### src/rtl/cspp_pkg.sv
// ****************************************************************
// offsets, field positions and encodings
// ****************************************************************
package cspp_pkg;
   localparam logic [11:0] MDLL_PDC_OFFSET    = 12'hF0C;
   localparam logic [11:0] PM_CFG_OFFSET      = 12'hF10;
   localparam int          MDLL_DEP_LSB       = 4;
   localparam int          MDLL_DEP_MSB       = 6;
   localparam int          MDLL_RSVD_RW_LSB   = 13;
   localparam int          MDLL_RSVD_RW_MSB   = 14;
   localparam int          PM_ENH_EN_BIT      = 4;
   localparam int          PM_SNOOP_BIT       = 3;
   localparam int          PM_RSVD2_BIT       = 2;
   localparam int          PM_MODE_LSB        = 0;
   localparam int          PM_MODE_MSB        = 1;
   localparam int          PM_RSVD_HI_LSB     = 30;
   localparam int          PM_RSVD_HI_MSB     = 31;
   localparam logic [2:0]  MDLL_DEP_NEVER     = 3'h0;
   localparam logic [2:0]  MDLL_DEP_C3C4      = 3'h6;
   localparam logic [1:0]  PM_MODE_ALL        = 2'h0;
   localparam logic [1:0]  PM_MODE_MAX_C2     = 2'h1;
   localparam logic [1:0]  PM_MODE_MAX_C3     = 2'h2;
   localparam logic [15:0] MDLL_PDC_RESET     = 16'h0000;
   localparam logic [31:0] PM_CFG_RESET       = 32'h00000000;
   // cpu c-state encoding on the cpu_cstate input
   localparam logic [2:0]  CST_C0             = 3'h0;
   localparam logic [2:0]  CST_C1             = 3'h1;
   localparam logic [2:0]  CST_C2             = 3'h2;
   localparam logic [2:0]  CST_C3             = 3'h3;
   localparam logic [2:0]  CST_C4             = 3'h4;
endpackage : cspp_pkg

### src/rtl/cspp_regs.sv
`timescale 1ns/10ps
// Summary of operation
// RL1 - field 6:4 of dll control supplies the c-state condition for dll off
// RL2 - code 000 (reset) never allows master dll power-down in c0..c4
// RL3 - code 110 allows dll power-down in c3 or c4 only; others reserved
// RL4 - config bit 4 picks legacy (0) or enhanced (1) power management
// RL5 - config bit 3: snoop asks hub for c2 (0) or c0 (1)
// RL6 - software should keep the snoop behaviour bit at 0
// RL7 - mode 00 (reset) permits all enhanced transitions; 11 reserved
// RL8 - mode 01 blocks c2 to c3, never deeper than c2
// RL9 - mode 10 blocks c3 to c4, never deeper than c3
// RL10 - mode field ignored while enhanced enable bit is 0
// RL11 - software should program the mode field with 00
// RL12 - ro reserved bits read zero; rw reserved bits store, no effect
module cspp_regs
   import cspp_pkg::*;
(
   input  wire logic        mclk,
   input  wire logic        rst,
   input  wire logic        reg_wr,
   input  wire logic        reg_rd,
   input  wire logic [11:0] reg_addr,
   input  wire logic [31:0] reg_wdata,
   input  wire logic [2:0]  cpu_cstate,
   input  wire logic        snoop_detect,
   output logic      [31:0] reg_rdata,
   output logic             mdll_pd_allow,
   output logic             enh_pm_mode,
   output logic             snoop_req_valid,
   output logic      [2:0]  snoop_req_cstate,
   output logic             c3_entry_allow,
   output logic             c4_entry_allow
);

   // ****************************************************************
   // state
   // ****************************************************************
   typedef struct packed {
      logic [15:0] mdll_pdc;
      logic [31:0] pm_cfg;
      logic [31:0] rdata;
      logic        pd_allow;
      logic        enh;
      logic        snp_vld;
      logic [2:0]  snp_cst;
      logic        c3_ok;
      logic        c4_ok;
   } cspp_state_type;

   cspp_state_type s_q;
   cspp_state_type s_d;

   logic [2:0] dep;
   logic [1:0] mode;
   logic       deep;

   assign dep  = s_q.mdll_pdc[MDLL_DEP_MSB:MDLL_DEP_LSB];
   assign mode = s_q.pm_cfg[PM_MODE_MSB:PM_MODE_LSB];
   assign deep = (cpu_cstate == CST_C3) || (cpu_cstate == CST_C4);

   // ****************************************************************
   // next state
   // ****************************************************************
   always_comb begin
      s_d = s_q;
      // writes keep only storable bits; ro reserved bits stay zero
      if (reg_wr && reg_addr == MDLL_PDC_OFFSET) begin
         s_d.mdll_pdc = 16'h0000;
         s_d.mdll_pdc[MDLL_DEP_MSB:MDLL_DEP_LSB] =
            reg_wdata[MDLL_DEP_MSB:MDLL_DEP_LSB];              // RL1
         s_d.mdll_pdc[MDLL_RSVD_RW_MSB:MDLL_RSVD_RW_LSB] =
            reg_wdata[MDLL_RSVD_RW_MSB:MDLL_RSVD_RW_LSB];      // RL12
         s_d.mdll_pdc[3:0] = reg_wdata[3:0];                   // RL12
      end
      if (reg_wr && reg_addr == PM_CFG_OFFSET) begin
         s_d.pm_cfg = 32'h00000000;
         s_d.pm_cfg[PM_RSVD_HI_MSB:PM_RSVD_HI_LSB] =
            reg_wdata[PM_RSVD_HI_MSB:PM_RSVD_HI_LSB];          // RL12
         s_d.pm_cfg[PM_ENH_EN_BIT] = reg_wdata[PM_ENH_EN_BIT];
         s_d.pm_cfg[PM_SNOOP_BIT]  = reg_wdata[PM_SNOOP_BIT];
         s_d.pm_cfg[PM_RSVD2_BIT]  = reg_wdata[PM_RSVD2_BIT];  // RL12
         s_d.pm_cfg[PM_MODE_MSB:PM_MODE_LSB] =
            reg_wdata[PM_MODE_MSB:PM_MODE_LSB];
      end
      // read data registered; unmapped offsets read zero
      s_d.rdata = 32'h00000000;
      if (reg_rd) begin
         case (reg_addr)
            MDLL_PDC_OFFSET: s_d.rdata = {16'h0000, s_q.mdll_pdc};
            PM_CFG_OFFSET:   s_d.rdata = s_q.pm_cfg;
            default:         s_d.rdata = 32'h00000000;
         endcase
      end
      // reserved codes treated as never, the safe choice for the dll
      s_d.pd_allow = (dep == MDLL_DEP_C3C4) && deep;           // RL2 RL3
      s_d.enh = s_q.pm_cfg[PM_ENH_EN_BIT];                     // RL4
      // snoop request only meaningful in enhanced mode
      s_d.snp_vld = snoop_detect && s_q.pm_cfg[PM_ENH_EN_BIT];
      s_d.snp_cst = s_q.pm_cfg[PM_SNOOP_BIT] ? CST_C0 : CST_C2; // RL5
      // depth limit; legacy mode ignores the field entirely
      s_d.c3_ok = 1'b1;
      s_d.c4_ok = 1'b1;
      if (s_q.pm_cfg[PM_ENH_EN_BIT]) begin                     // RL10
         case (mode)
            PM_MODE_ALL: begin                                 // RL7
               s_d.c3_ok = 1'b1;
               s_d.c4_ok = 1'b1;
            end
            PM_MODE_MAX_C2: begin                              // RL8
               s_d.c3_ok = 1'b0;
               s_d.c4_ok = 1'b0;
            end
            PM_MODE_MAX_C3: begin                              // RL9
               s_d.c3_ok = 1'b1;
               s_d.c4_ok = 1'b0;
            end
            default: begin
               s_d.c3_ok = 1'b1;
               s_d.c4_ok = 1'b1;
            end
         endcase
      end
   end

   // ****************************************************************
   // registers
   // ****************************************************************
   always_ff @(posedge mclk or posedge rst) begin
      if (rst) begin
         s_q <= '0;
      end else begin
         s_q <= s_d;
      end
   end

   assign reg_rdata        = s_q.rdata;
   assign mdll_pd_allow    = s_q.pd_allow;
   assign enh_pm_mode      = s_q.enh;
   assign snoop_req_valid  = s_q.snp_vld;
   assign snoop_req_cstate = s_q.snp_cst;
   assign c3_entry_allow   = s_q.c3_ok;
   assign c4_entry_allow   = s_q.c4_ok;
endmodule : cspp_regs

### config.mk
export PLATFORM = sky130hd
export DESIGN_NAME = cspp_regs
export DESIGN_NICKNAME = d
export VERILOG_FILES = /design/src/rtl/cspp_pkg.sv /design/src/rtl/cspp_regs.sv
export SDC_FILE = /design/constraint.sdc
export NUM_CORES = 1
export LEC_CHECK = 0
export BUFFER_PORTS_ARGS = -buffer_cell sky130_fd_sc_hd__buf_4
export CAP_MARGIN = 20
export CORE_MARGIN = 1.5
export CORE_UTILIZATION = 43
export CTS_CLUSTER_DIAMETER = 150
export DETAILED_ROUTE_END_ITERATION = 12
export GPL_TIMING_DRIVEN = 0
export HOLD_SLACK_MARGIN = 0.02
export PLACE_DENSITY = 0.76
export SLEW_MARGIN = 20
export SYNTH_ARGS = -nofsm -noshare
export SYNTH_HDL_FRONTEND = slang
export SYNTH_SLANG_ARGS = --single-unit
### constraint.sdc
create_clock -name mclk -period 1 [get_ports mclk]
set_input_delay 0.1 -clock mclk [delete_from_list [all_inputs] [get_ports mclk]]
set_output_delay 0.1 -clock mclk [all_outputs]
set_load 0.03 [all_outputs]
==> results of run 1 <==
==> final cells by class <==
type	instances	area (µm²)
Buffer	25	195
Clock buffer	7	55.1
Sequential cell	33	826
Inverter	3	11.3
Fill cell	253	1060
Multi-Input combinational cell	75	606
Tap cell	46	57.6
Timing Repair Buffer	66	606
==> synth_stat cells <==
| library cell | count |
|---|---|
| nand4_1 | 1 |
| and2_1 | 5 |
| a22oi_1 | 5 |
| nand2b_1 | 1 |
| or3_4 | 2 |
| and4bb_1 | 2 |
| and3_1 | 2 |
| nor2_1 | 6 |
| nor3b_2 | 1 |
| dfrtp_1 | 33 |
| or3b_2 | 1 |
| a211oi_1 | 1 |
| ha_1 | 1 |
| buf_4 | 36 |
| and3b_1 | 1 |
| conb_1 | 1 |
| buf_6 | 1 |
| clkbuf_1 | 1 |
| nor3b_1 | 1 |
| nor3_1 | 1 |
| nand3b_1 | 1 |
| nor4b_2 | 1 |
| nand2_1 | 3 |
| mux2_2 | 15 |
| inv_1 | 3 |
| mux2_1 | 1 |
==> cells in the final DEF (no fill, tap or decap) <==
master,netlist,final
a211oi_1,1,1
or3_4,2,2
ha_1,1,1
and3_1,2,2
nand4_1,1,1
dfrtp_1,33,33
and4bb_1,2,1
and3b_2,0,1
clkbuf_4,0,5
mux2_4,0,16
nand3b_1,1,1
clkbuf_1,1,1
or3b_4,0,1
inv_1,3,2
nor4b_4,0,1
clkbuf_8,0,1
nand2_1,3,3
nor3b_1,1,1
nand2b_1,1,1
nor2_1,6,6
buf_6,1,22
and4bb_2,0,1
nor3b_4,0,1
dlygate4sd3_1,0,14
conb_1,1,23
and2_1,5,5
inv_2,0,1
buf_4,36,55
a22oi_1,5,5
nor3_1,1,1
==> final timing paths <==
| check | startpoint | end | slack [ns] | depth (start not counted) |
|---|---|---|---|---|
| worst max register to register | mode[0] | c4_entry_allow | 0.05 | 2 |
| max in group asynchronous | rst | s_q[86] | 0.16 | 3 |
| worst min-delay path | cpu_cstate[1] | mdll_pd_allow | 0.05 | 4 |
| min in group asynchronous | rst | mdll_pd_allow | 0.42 | 3 |
| worst min register to register | s_q[43] | snoop_req_cstate[1] | 0.45 | 1 |
| worst max-delay path | reg_addr[1] | dep[1] | -0.15 | 5 |
==> state kept, by name (all words and copies together) (netlist names) <==
name,cells
mdll_pd_allow,1
s_d,1
dep,3
c3_entry_allow,1
c4_entry_allow,1
snoop_req_valid,1
enh_pm_mode,1
s_q,10
mode,2
reg_rdata,11
snoop_req_cstate,1
==> critical path, cell delays in order <==
cell and delay [ns]:
buf_6 0.09, or3_4 0.39, and4bb_2 0.34, buf_6 0.15, mux2_4 0.30
==> layer usage <==
metal | up-vias | part of all wire (%) | GRT usage [%]
met5 | - | 0 | 0
met4 | 0 | 2.2 | 8.15
met3 | 6 | 6.8 | 5.54
met2 | 48 | 55 | 31.7
met1 | 515 | 37 | 17.1
li1 | 532 | - | -
==> power by group through the flow <==
stage                     clock network [mW]  logic [mW]  registers [mW]
after floorplan                            0       0.230            1.36
after global placement                     0       0.332            1.36
after detailed placement                   0       0.339            1.36
after CTS                              0.763       0.391            1.34
after global routing                   0.812       0.434            1.34
final                                  0.737       0.406            1.34
==> logic make-up after synthesis <==
| kind of cell | synth area share [%] |
|---|---|
| AO/OA/AOI/OAI | 2.88 |
| adder cells (fa/ha/maj) | 0.799 |
| buffers and inverters | 18.9 |
| flip-flops | 52.7 |
| multiplexers | 11.5 |
| other | 0.239 |
| AND/OR/NAND/NOR | 12.9 |
==> repair_timing <==
action / CTS / global route
resized for setup: 29 / 9
cloned: 1 / 0
hold buffers: 13 / 1
setup endpoints to repair: 28 / 27
buffers inserted: 2 / 2
pin swaps: 3 / 4
hold endpoints to repair: 50 / 1
==> flow_summary_export.csv, run 1 <==
group,metric,value,unit
run_status,outcome,"finished, violations left",
run_status,violations,"negative setup slack",
floorplan,initial_core_util,45.9,%
floorplan,die_x,63.4,µm
clock_network,cts_made_buffers,5,
place,pre_cts_ws,-0.561,ns
cells_and_area,final_util,69.0,%
sta,fin_worst_skew,0.00296,ns
pwr,power.density,1050,mW/mm²
global_routing,grt_pass1_vias,1124,
logic_synthesis,yosys_register_bits,33,
sta,slew_headroom,56.6,%
pwr,comb_power_share,16.4,%
logic_synthesis,synth_top_area_share,52.7,%
sta,rsz0062_at_grt,"yes",
flow_run,max-cap-violations,0,
global_routing,grt_max_degree,34,
routing,drt_iter0_drc,41,
sta,final_hold_viol_count,0,
place,dpl_cell_area,0.00208,mm²
logic_synthesis,synthTopCellsByArea,"dfrtp_1 53%, buf_4 17%, mux2_2 11%",
pwr,seq_power_share,53.9,%
floorplan,die_h,63.4,µm
clock_network,cts_num_sinks,33,
floorplan,rows,21,
logic_synthesis,netlist_area,0.00157,mm²
cells_and_area,drive_gt1_share,51.2,%
sta,final.min_clock_period,1.15,ns
routing,vias,1101,
floorplan,io_pins,92,
logic_synthesis,synth.avg_cell_area,12.3,µm²
clock_network,worstSkewPairLatency,0.32,ns
clock_network,clock-root-buffer,"clkbuf_4",
critical_path,cp.arrival,1.36,ns
logic_synthesis,syn-instance-count,127,
clock_network,clk_pin_slew,0.09,ns
pwr,power.internal,1.87,mW
logic_synthesis,synth_warnings,0,
place,port_buffers,47,
pwr,p_sw,612,µW
cells_and_area,area_growth,50.4,%
min_path,hold_path_class,"in -> reg",
clock_network,clock_path_buffers,2,
logic_synthesis,yosys.area.top_type,"dfrtp_1",
routing,drt-pass1-iter-count,4,
cells_and_area,antenna_cells,0,
global_routing,grt_pass1_wl,5050,µm
floorplan,core_area,0.00342,mm²
routing,drtAntennaViolNets,0,
sta,period_share,115,%
clock_network,htreeDepth,2,
sta,setup_viol,16,
pwr,power.leakage,1.22,nW
routing,detail_route.wirelength,3090,µm
pwr,clkPwrFrac,29.7,%
routing,drc_errors,0,
pwr,peakVddDrop,0.613,mV
critical_path,cp-end-kind,"register",
global_routing,grt.overflow.total,0,
logic_synthesis,yosysUniqueCellTypes,26,
cells_and_area,post_layout_nonfiller_instances,255,
global_routing,antenna_found_initial,0,
critical_path,cp_max_fo,5,
floorplan,die-area,0.00401,mm²
place,dpl.cell_count,242,
pwr,power,2.48,mW
critical_path,critPathRequiredTime,1.21,ns
sta,holdWs,0.0474,ns
routing,wire_per_inst,12.1,µm
critical_path,cp-start-kind,"primary input",
clock_network,cts_tree,"yes",
sta,final.setup.worst_slack,-0.146,ns
global_routing,grt_usage,17.1,%
sta,timing.fmax,873,MHz
routing,viasPerCell,4.32,
cells_and_area,fin_area,0.00236,mm²
cells_and_area,final_net_count,262,
place,place_congestion,0.706,
pwr,sw_frac_of_total,24.7,%
sta,worst_pin_slew,0.650,ns
critical_path,crit_type,"in -> reg",
sta,finalMaxSlewViolations,0,
logic_synthesis,ys_seq_area_share,52.7,%
sta,setup_tns,-1.85,ns
(Power assumes the default switching activity.)
==> run 2: changes to the inputs <==
Settings changed: ABC_AREA from default to 1, CORE_UTILIZATION 43 to 44, GPL_ROUTABILITY_DRIVEN from default to 0.
==> run 2 against run 1 <==
  * The flow now finishes without violations
  * Wire length fell by 2.2%
  * First-iteration DRC count fell by 4.9%
  * Die area rose by 4.9%
  * Maximum frequency rose by 26%
  * Largest cell class unchanged
  * Non-clock buffer count fell by 12
  * Critical path depth fell by 4
==> flow_summary_export.csv, run 2 <==
group,metric,value,unit
cells_and_area,final_cell_mix,"58 x buf_4, 48 x nand2_1, 33 x dfrtp_1, 26 x nand4_1, 23 x conb_1",
clock_network,cts_made_buffers,5,
sta,final_hold_viol_count,0,
place,port_buffers,46,
global_routing,grt_pass1_wl,4770,µm
global_routing,grt.overflow.total,0,
sta,final.min_clock_period,0.911,ns
logic_synthesis,yosys.area.top_type,"dfrtp_1",
min_path,whs_path_depth,3,
cells_and_area,largest_reg_flops,11,
run_status,outcome,"finished, final reports clean",
logic_synthesis,netlist_area,0.00169,mm²
min_path,min-delay-start,"reg_wdata[14]",
floorplan,io_pins,92,
clock_network,clock_path_buffers,2,
logic_synthesis,synth.avg_cell_area,9.01,µm²
sta,setup_viol,0,
place,dpl_cell_area,0.00217,mm²
pwr,peakVddDrop,0.563,mV
clock_network,cts_tree,"yes",
pwr,p_sw,686,µW
cells_and_area,fin_area,0.00227,mm²
critical_path,r2r_end,"c4_entry_allow",
critical_path,cpLargestDelayFamily,"flip-flops",
global_routing,grt_usage,15.4,%
logic_synthesis,synth_common_cells,"48 x nand2_1, 36 x buf_4, 33 x dfrtp_1",
critical_path,cp-end-kind,"primary output",
sta,finalMaxSlewViolations,0,
pwr,power,2.99,mW
routing,drt_iter0_drc,39,
floorplan,initial_core_util,46.0,%
floorplan,die-area,0.00421,mm²
cells_and_area,drive_gt1_share,35.6,%
min_path,hold_path_end,"s_q[86]",
critical_path,reg2reg_slack,0.11,ns
logic_synthesis,synthTopCellsByArea,"dfrtp_1 49%, buf_4 16%, nand2_1 11%",
logic_synthesis,ys_seq_area_share,49.0,%
logic_synthesis,yosysUniqueCellTypes,19,
global_routing,grt_pass1_vias,1140,
pwr,power.density,1320,mW/mm²
critical_path,cp-startpoint,"enh_pm_mode",
min_path,hold_path_class,"in -> reg",
routing,drt-pass1-iter-count,4,
critical_path,slowest_delay,0.37,ns
pwr,sw_frac_of_total,22.9,%
logic_synthesis,async_reset_ff_share,100,%
clock_network,clk_pin_slew,0.07,ns
sta,worst_pin_slew,0.531,ns
routing,viasPerCell,4.34,
clock_network,htreeDepth,2,
sta,slew_headroom,64.5,%
global_routing,antenna_found_initial,0,
logic_synthesis,synth_edf_count,0,
routing,drtAntennaViolNets,0,
cells_and_area,layout_commonest_cell,"buf_4",
logic_synthesis,synth_top_area_share,49.0,%
place,dp_hpwl,2230,µm
floorplan,rows,22,
critical_path,cp.arrival,0.81,ns
critical_path,cp-start-kind,"register",
clock_network,worstSkewPairLatency,0.29,ns
logic_synthesis,synth_warnings,0,
pwr,comb_power_share,12.6,%
logic_synthesis,yosys_register_bits,33,
pwr,power.leakage,1.26,nW
routing,detail_route.wirelength,3030,µm
clock_network,clock-root-buffer,"clkbuf_8",
pwr,seq_power_share,44.8,%
critical_path,r2r-start,"mode[0]",
pwr,clkPwrFrac,42.6,%
critical_path,r2r_cells,3,
cells_and_area,final_net_count,305,
cells_and_area,antenna_cells,0,
flow_run,max-cap-violations,0,
sta,timing.fmax,1100,MHz
critical_path,cp_slowest_cell,"dfrtp_1",
logic_synthesis,syn-instance-count,187,
critical_path,cp_max_fo,1,
critical_path,crit_buf_inv,1,
floorplan,core_area,0.00366,mm²
cells_and_area,nFillCells,353,
clock_network,cts_num_sinks,33,
logic_synthesis,yosysMostFrequentCell,"nand2_1",
routing,wire_per_inst,10.1,µm
routing,drc_errors,0,
sta,rsz0062_at_grt,"no",
routing,vias,1307,
logic_synthesis,synth-main-ff-cell,"dfrtp_1",
sta,fin_worst_skew,0.00997,ns
critical_path,crit_type,"reg -> out",
global_routing,grt_max_degree,34,
floorplan,die_h,64.9,µm
pwr,power.internal,2.31,mW
floorplan,die_x,64.9,µm
critical_path,cp_cell_sequence,"buf_4",
sta,period_share,91.1,%
critical_path,critPathRequiredTime,0.90,ns
cells_and_area,area_growth,34.4,%
clock_network,cts_setup_buffers,0,
## run 2: changes by cell type after synthesis, sizes merged, moves of 4 or more
cell / delta
nand3: +4
mux2: -16
buf: +6
inv: +13
and2: -5
a22oi: -5
nand2: +45
nor2: +5
nand4: +25
## run 2: metal layers
layer  share of wire (%)  GRT usage, %
met5                   0             0
met4                 3.2          9.57
met3                 6.1          4.51
met2                  49          24.7
met1                  42          18.0
## run 2: worst register-to-register path: stages, from the launching register on
cell,delay (ns)
dfrtp_1,0.40
ha_1,0.29
inv_1,0.05
nand2_1,0.04
## run 2: kinds of logic after synthesis
family / share of synthesized area [%]
adders and majority gates: 0.742
buffers and inverters: 22.4
DFF: 49.0
AOI/OAI and AO/OA: 0.742
other: 0.223
and+or+nand+nor: 26.9
## run 2: timing repair
| action | CTS | global route |
|---|---|---|
| endpoints found under the setup margin | 12 | 25 |
| hold buffers | 2 | 0 |
| pin swaps | 0 | 0 |
| resized for setup | 13 | 1 |
| endpoints found under the hold margin | 34 | 0 |
## run 2: worst max-delay path by stage
| stage | end | slack [ns] | depth (start not counted) |
|---|---|---|---|
| CTS | reg_rdata[14] | -0.01 | 2 |
| finish | enh_pm_mode | 0.09 | 1 |
| floorplan | mode[1] | 0.13 | 7 |
| global route | c4_entry_allow | 0.05 | 4 |
| detailed placement | mode[0] | -0.12 | 8 |
| global placement | c4_entry_allow | -0.21 | 2 |
## run 2: stage by stage
step | setup TNS [ns] | std cells | setup WS [ns] | hold WS [ns] | util [%]
floorplan | 0 | 209 | 0.133 | 0.204 | -
global placement | -8.22 | 303 | -0.209 | 0.288 | 59.4
detailed placement | -1.58 | 303 | -0.119 | 0.233 | 59.4
CTS | -0.0113 | 307 | -0.0113 | 0.0618 | 63.2
global route | 0 | 301 | 0.0537 | 0.0701 | 61.9
finish | 0 | 301 | 0.0886 | 0.0637 | 61.9
## run 2: final cells by class
cell class | instances | area (µm²) | area share (%)
inverter | 16 | 61.3 | 2.71
tap | 48 | 60.1 | 2.65
timing repair buffer | 48 | 410 | 18.1
clock inverter | 1 | 30.0 | 1.33
multi-input combinational | 117 | 564 | 24.9
clock buffer | 7 | 86.3 | 3.81
sequential | 33 | 826 | 36.4
buffer | 31 | 228 | 10.0
## run 2: power groups by stage
stage                     clock network (mW)  logic (mW)  registers [mW]
after floorplan                            0       0.254            1.37
after global placement                     0       0.367            1.36
after detailed placement                   0       0.369            1.36
after CTS                               1.29       0.376            1.34
after global routing                    1.34       0.407            1.34
final                                   1.27       0.378            1.34
==> run 3: changes to the inputs <==
==> constraint.sdc (replaced) <==
create_clock -name mclk -period 1 [get_ports mclk]
set_input_delay 0.05 -clock mclk [delete_from_list [all_inputs] [get_ports mclk]]
set_output_delay 0.05 -clock mclk [all_outputs]
set_load 0.03 [all_outputs]
==> run 3 against run 2 <==
  * Clock power about the same
  * Maximum frequency decreased by 6.3%
  * Critical path type unchanged
  * First-iteration DRC count increased by 18%
  * Sequential share of layout area decreased by 1.7 points
  * Critical endpoint is now reg_rdata[13]
  * Largest power group unchanged
  * Non-clock buffer count increased by 17
==> flow_summary_export.csv, run 3 (synthesis results as in run 2) <==
group,metric,value,unit
run_status,outcome,"finished, final reports clean",
pwr,sw_frac_of_total,22.8,%
min_path,hold_path_class,"in -> reg",
pwr,power.internal,2.32,mW
sta,final_hold_viol_count,0,
global_routing,grt.overflow.total,0,
place,port_buffers,46,
pwr,clkPwrFrac,42.3,%
floorplan,die-area,0.00421,mm²
routing,drt-pass1-iter-count,4,
global_routing,grt_max_degree,34,
sta,final.setup.worst_slack,0.0278,ns
clock_network,clock-root-buffer,"clkbuf_8",
floorplan,initial_core_util,46.0,%
critical_path,cp_max_fo,1,
clock_network,htreeDepth,2,
global_routing,antenna_found_initial,0,
clock_network,clock_path_buffers,2,
routing,drtAntennaViolNets,0,
sta,setup_tns,0,ns
cells_and_area,final_cell_mix,"78 x buf_4, 48 x nand2_1, 33 x dfrtp_1, 26 x nand4_1, 23 x conb_1",
critical_path,cp-start-kind,"register",
pwr,comb_power_share,13.1,%
sta,setup_viol,0,
cells_and_area,antenna_cells,0,
pwr,seq_power_share,44.6,%
place,pre_cts_ws,-0.0691,ns
pwr,power.density,1270,mW/mm²
clock_network,cts_tree,"yes",
routing,drc_errors,0,
critical_path,cp.arrival,0.92,ns
clock_network,cts_num_sinks,33,
cells_and_area,final_util,64.9,%
cells_and_area,final_net_count,322,
clock_network,clk_pin_slew,0.07,ns
routing,vias,1369,
floorplan,rows,22,
place,dp_hpwl,2230,µm
cells_and_area,nFillCells,356,
floorplan,io_pins,92,
cells_and_area,drive_gt1_share,37.8,%
critical_path,cp-end-kind,"primary output",
global_routing,grt_usage,15.4,%
sta,final.min_clock_period,0.972,ns
sta,holdWs,0.0240,ns
clock_network,worstSkewPairLatency,0.29,ns
clock_network,cts_made_buffers,5,
pwr,peakVddDrop,0.565,mV
pwr,power.leakage,1.34,nW
floorplan,die_h,64.9,µm
floorplan,die_x,64.9,µm
routing,wire_per_inst,9.61,µm
global_routing,grt_pass1_vias,1156,
critical_path,reg2reg_slack,0.11,ns
sta,slew_headroom,56.9,%
routing,detail_route.wirelength,3060,µm
cells_and_area,largest_reg_flops,11,
clock_network,cts_setup_buffers,0,
global_routing,grt_pass1_wl,4780,µm
flow_run,max-cap-violations,0,
critical_path,crit_type,"reg -> out",
cells_and_area,area_growth,40.9,%
sta,worst_pin_slew,0.646,ns
pwr,p_sw,686,µW
floorplan,core_area,0.00366,mm²
sta,fin_worst_skew,0.00891,ns
sta,rsz0062_at_grt,"no",
sta,finalMaxSlewViolations,0,
routing,drt_iter0_drc,46,
routing,viasPerCell,4.31,
critical_path,critPathRequiredTime,0.95,ns
cells_and_area,layout_commonest_cell,"buf_4",
sta,timing.fmax,1030,MHz
sta,period_share,97.2,%
run 3: worst max-delay path, stage by stage, from the launching register on:
cell and delay, ns:
dfrtp_1 0.36, buf_4 0.12, buf_4 0.16
run 3: layout make-up:
| class | instances | area, µm² | area share, % |
|---|---|---|---|
| Sequential cell | 33 | 826 | 34.8 |
| Clock buffer | 7 | 86.3 | 3.64 |
| Inverter | 16 | 60.1 | 2.53 |
| Timing Repair Buffer | 53 | 430 | 18.1 |
| Multi-Input combinational cell | 117 | 564 | 23.8 |
| Tap cell | 48 | 60.1 | 2.53 |
| Buffer | 43 | 318 | 13.4 |
| Clock inverter | 1 | 30.0 | 1.26 |
run 3: power groups by stage:
stage                     Clock (mW)  Sequential (mW)  Combinational [mW]
after floorplan                    0             1.37               0.254
after global placement             0             1.36               0.367
after detailed placement           0             1.36               0.369
after CTS                       1.29             1.34               0.391
after global routing            1.34             1.34               0.423
final                           1.27             1.34               0.393
run 3: through the flow:
stage / power (mW) / cell area, µm² / std cells
after floorplan: 1.62 / 1770 / 209
after global placement: 1.73 / 2170 / 303
after detailed placement: 1.73 / 2170 / 303
after CTS: 3.02 / 2360 / 318
after global routing: 3.11 / 2370 / 318
final: 3.01 / 2370 / 318
run 3: final timing paths:
path	start	to	cells past startpoint
worst max-delay path	reg_rdata[13]	reg_rdata[13]	2
worst min-delay path	reg_wdata[0]	s_q[72]	3
worst max register to register	mode[0]	c4_entry_allow	3
worst min register to register	s_q[85]	s_q[85]	2
max in group asynchronous	rst	reg_rdata[30]	3
min in group asynchronous	rst	dep[2]	3
run 3: what timing repair did:
item	4_1_cts	5_1_grt
endpoints found under the hold margin	39	0
hold buffers	7	0
setup endpoints to repair	0	4
gates resized for setup	0	4
run 3: layer usage:
| metal | global-route usage (%) | vias to the layer above | routed length [µm] |
|---|---|---|---|
| met4 | 10.9 | 0 | 117 |
| met1 | 17.7 | 605 | 1280 |
| met5 | 0 | - | 0 |
| li1 | - | 704 | - |
| met3 | 4.69 | 11 | 193 |
| met2 | 24.4 | 49 | 1470 |
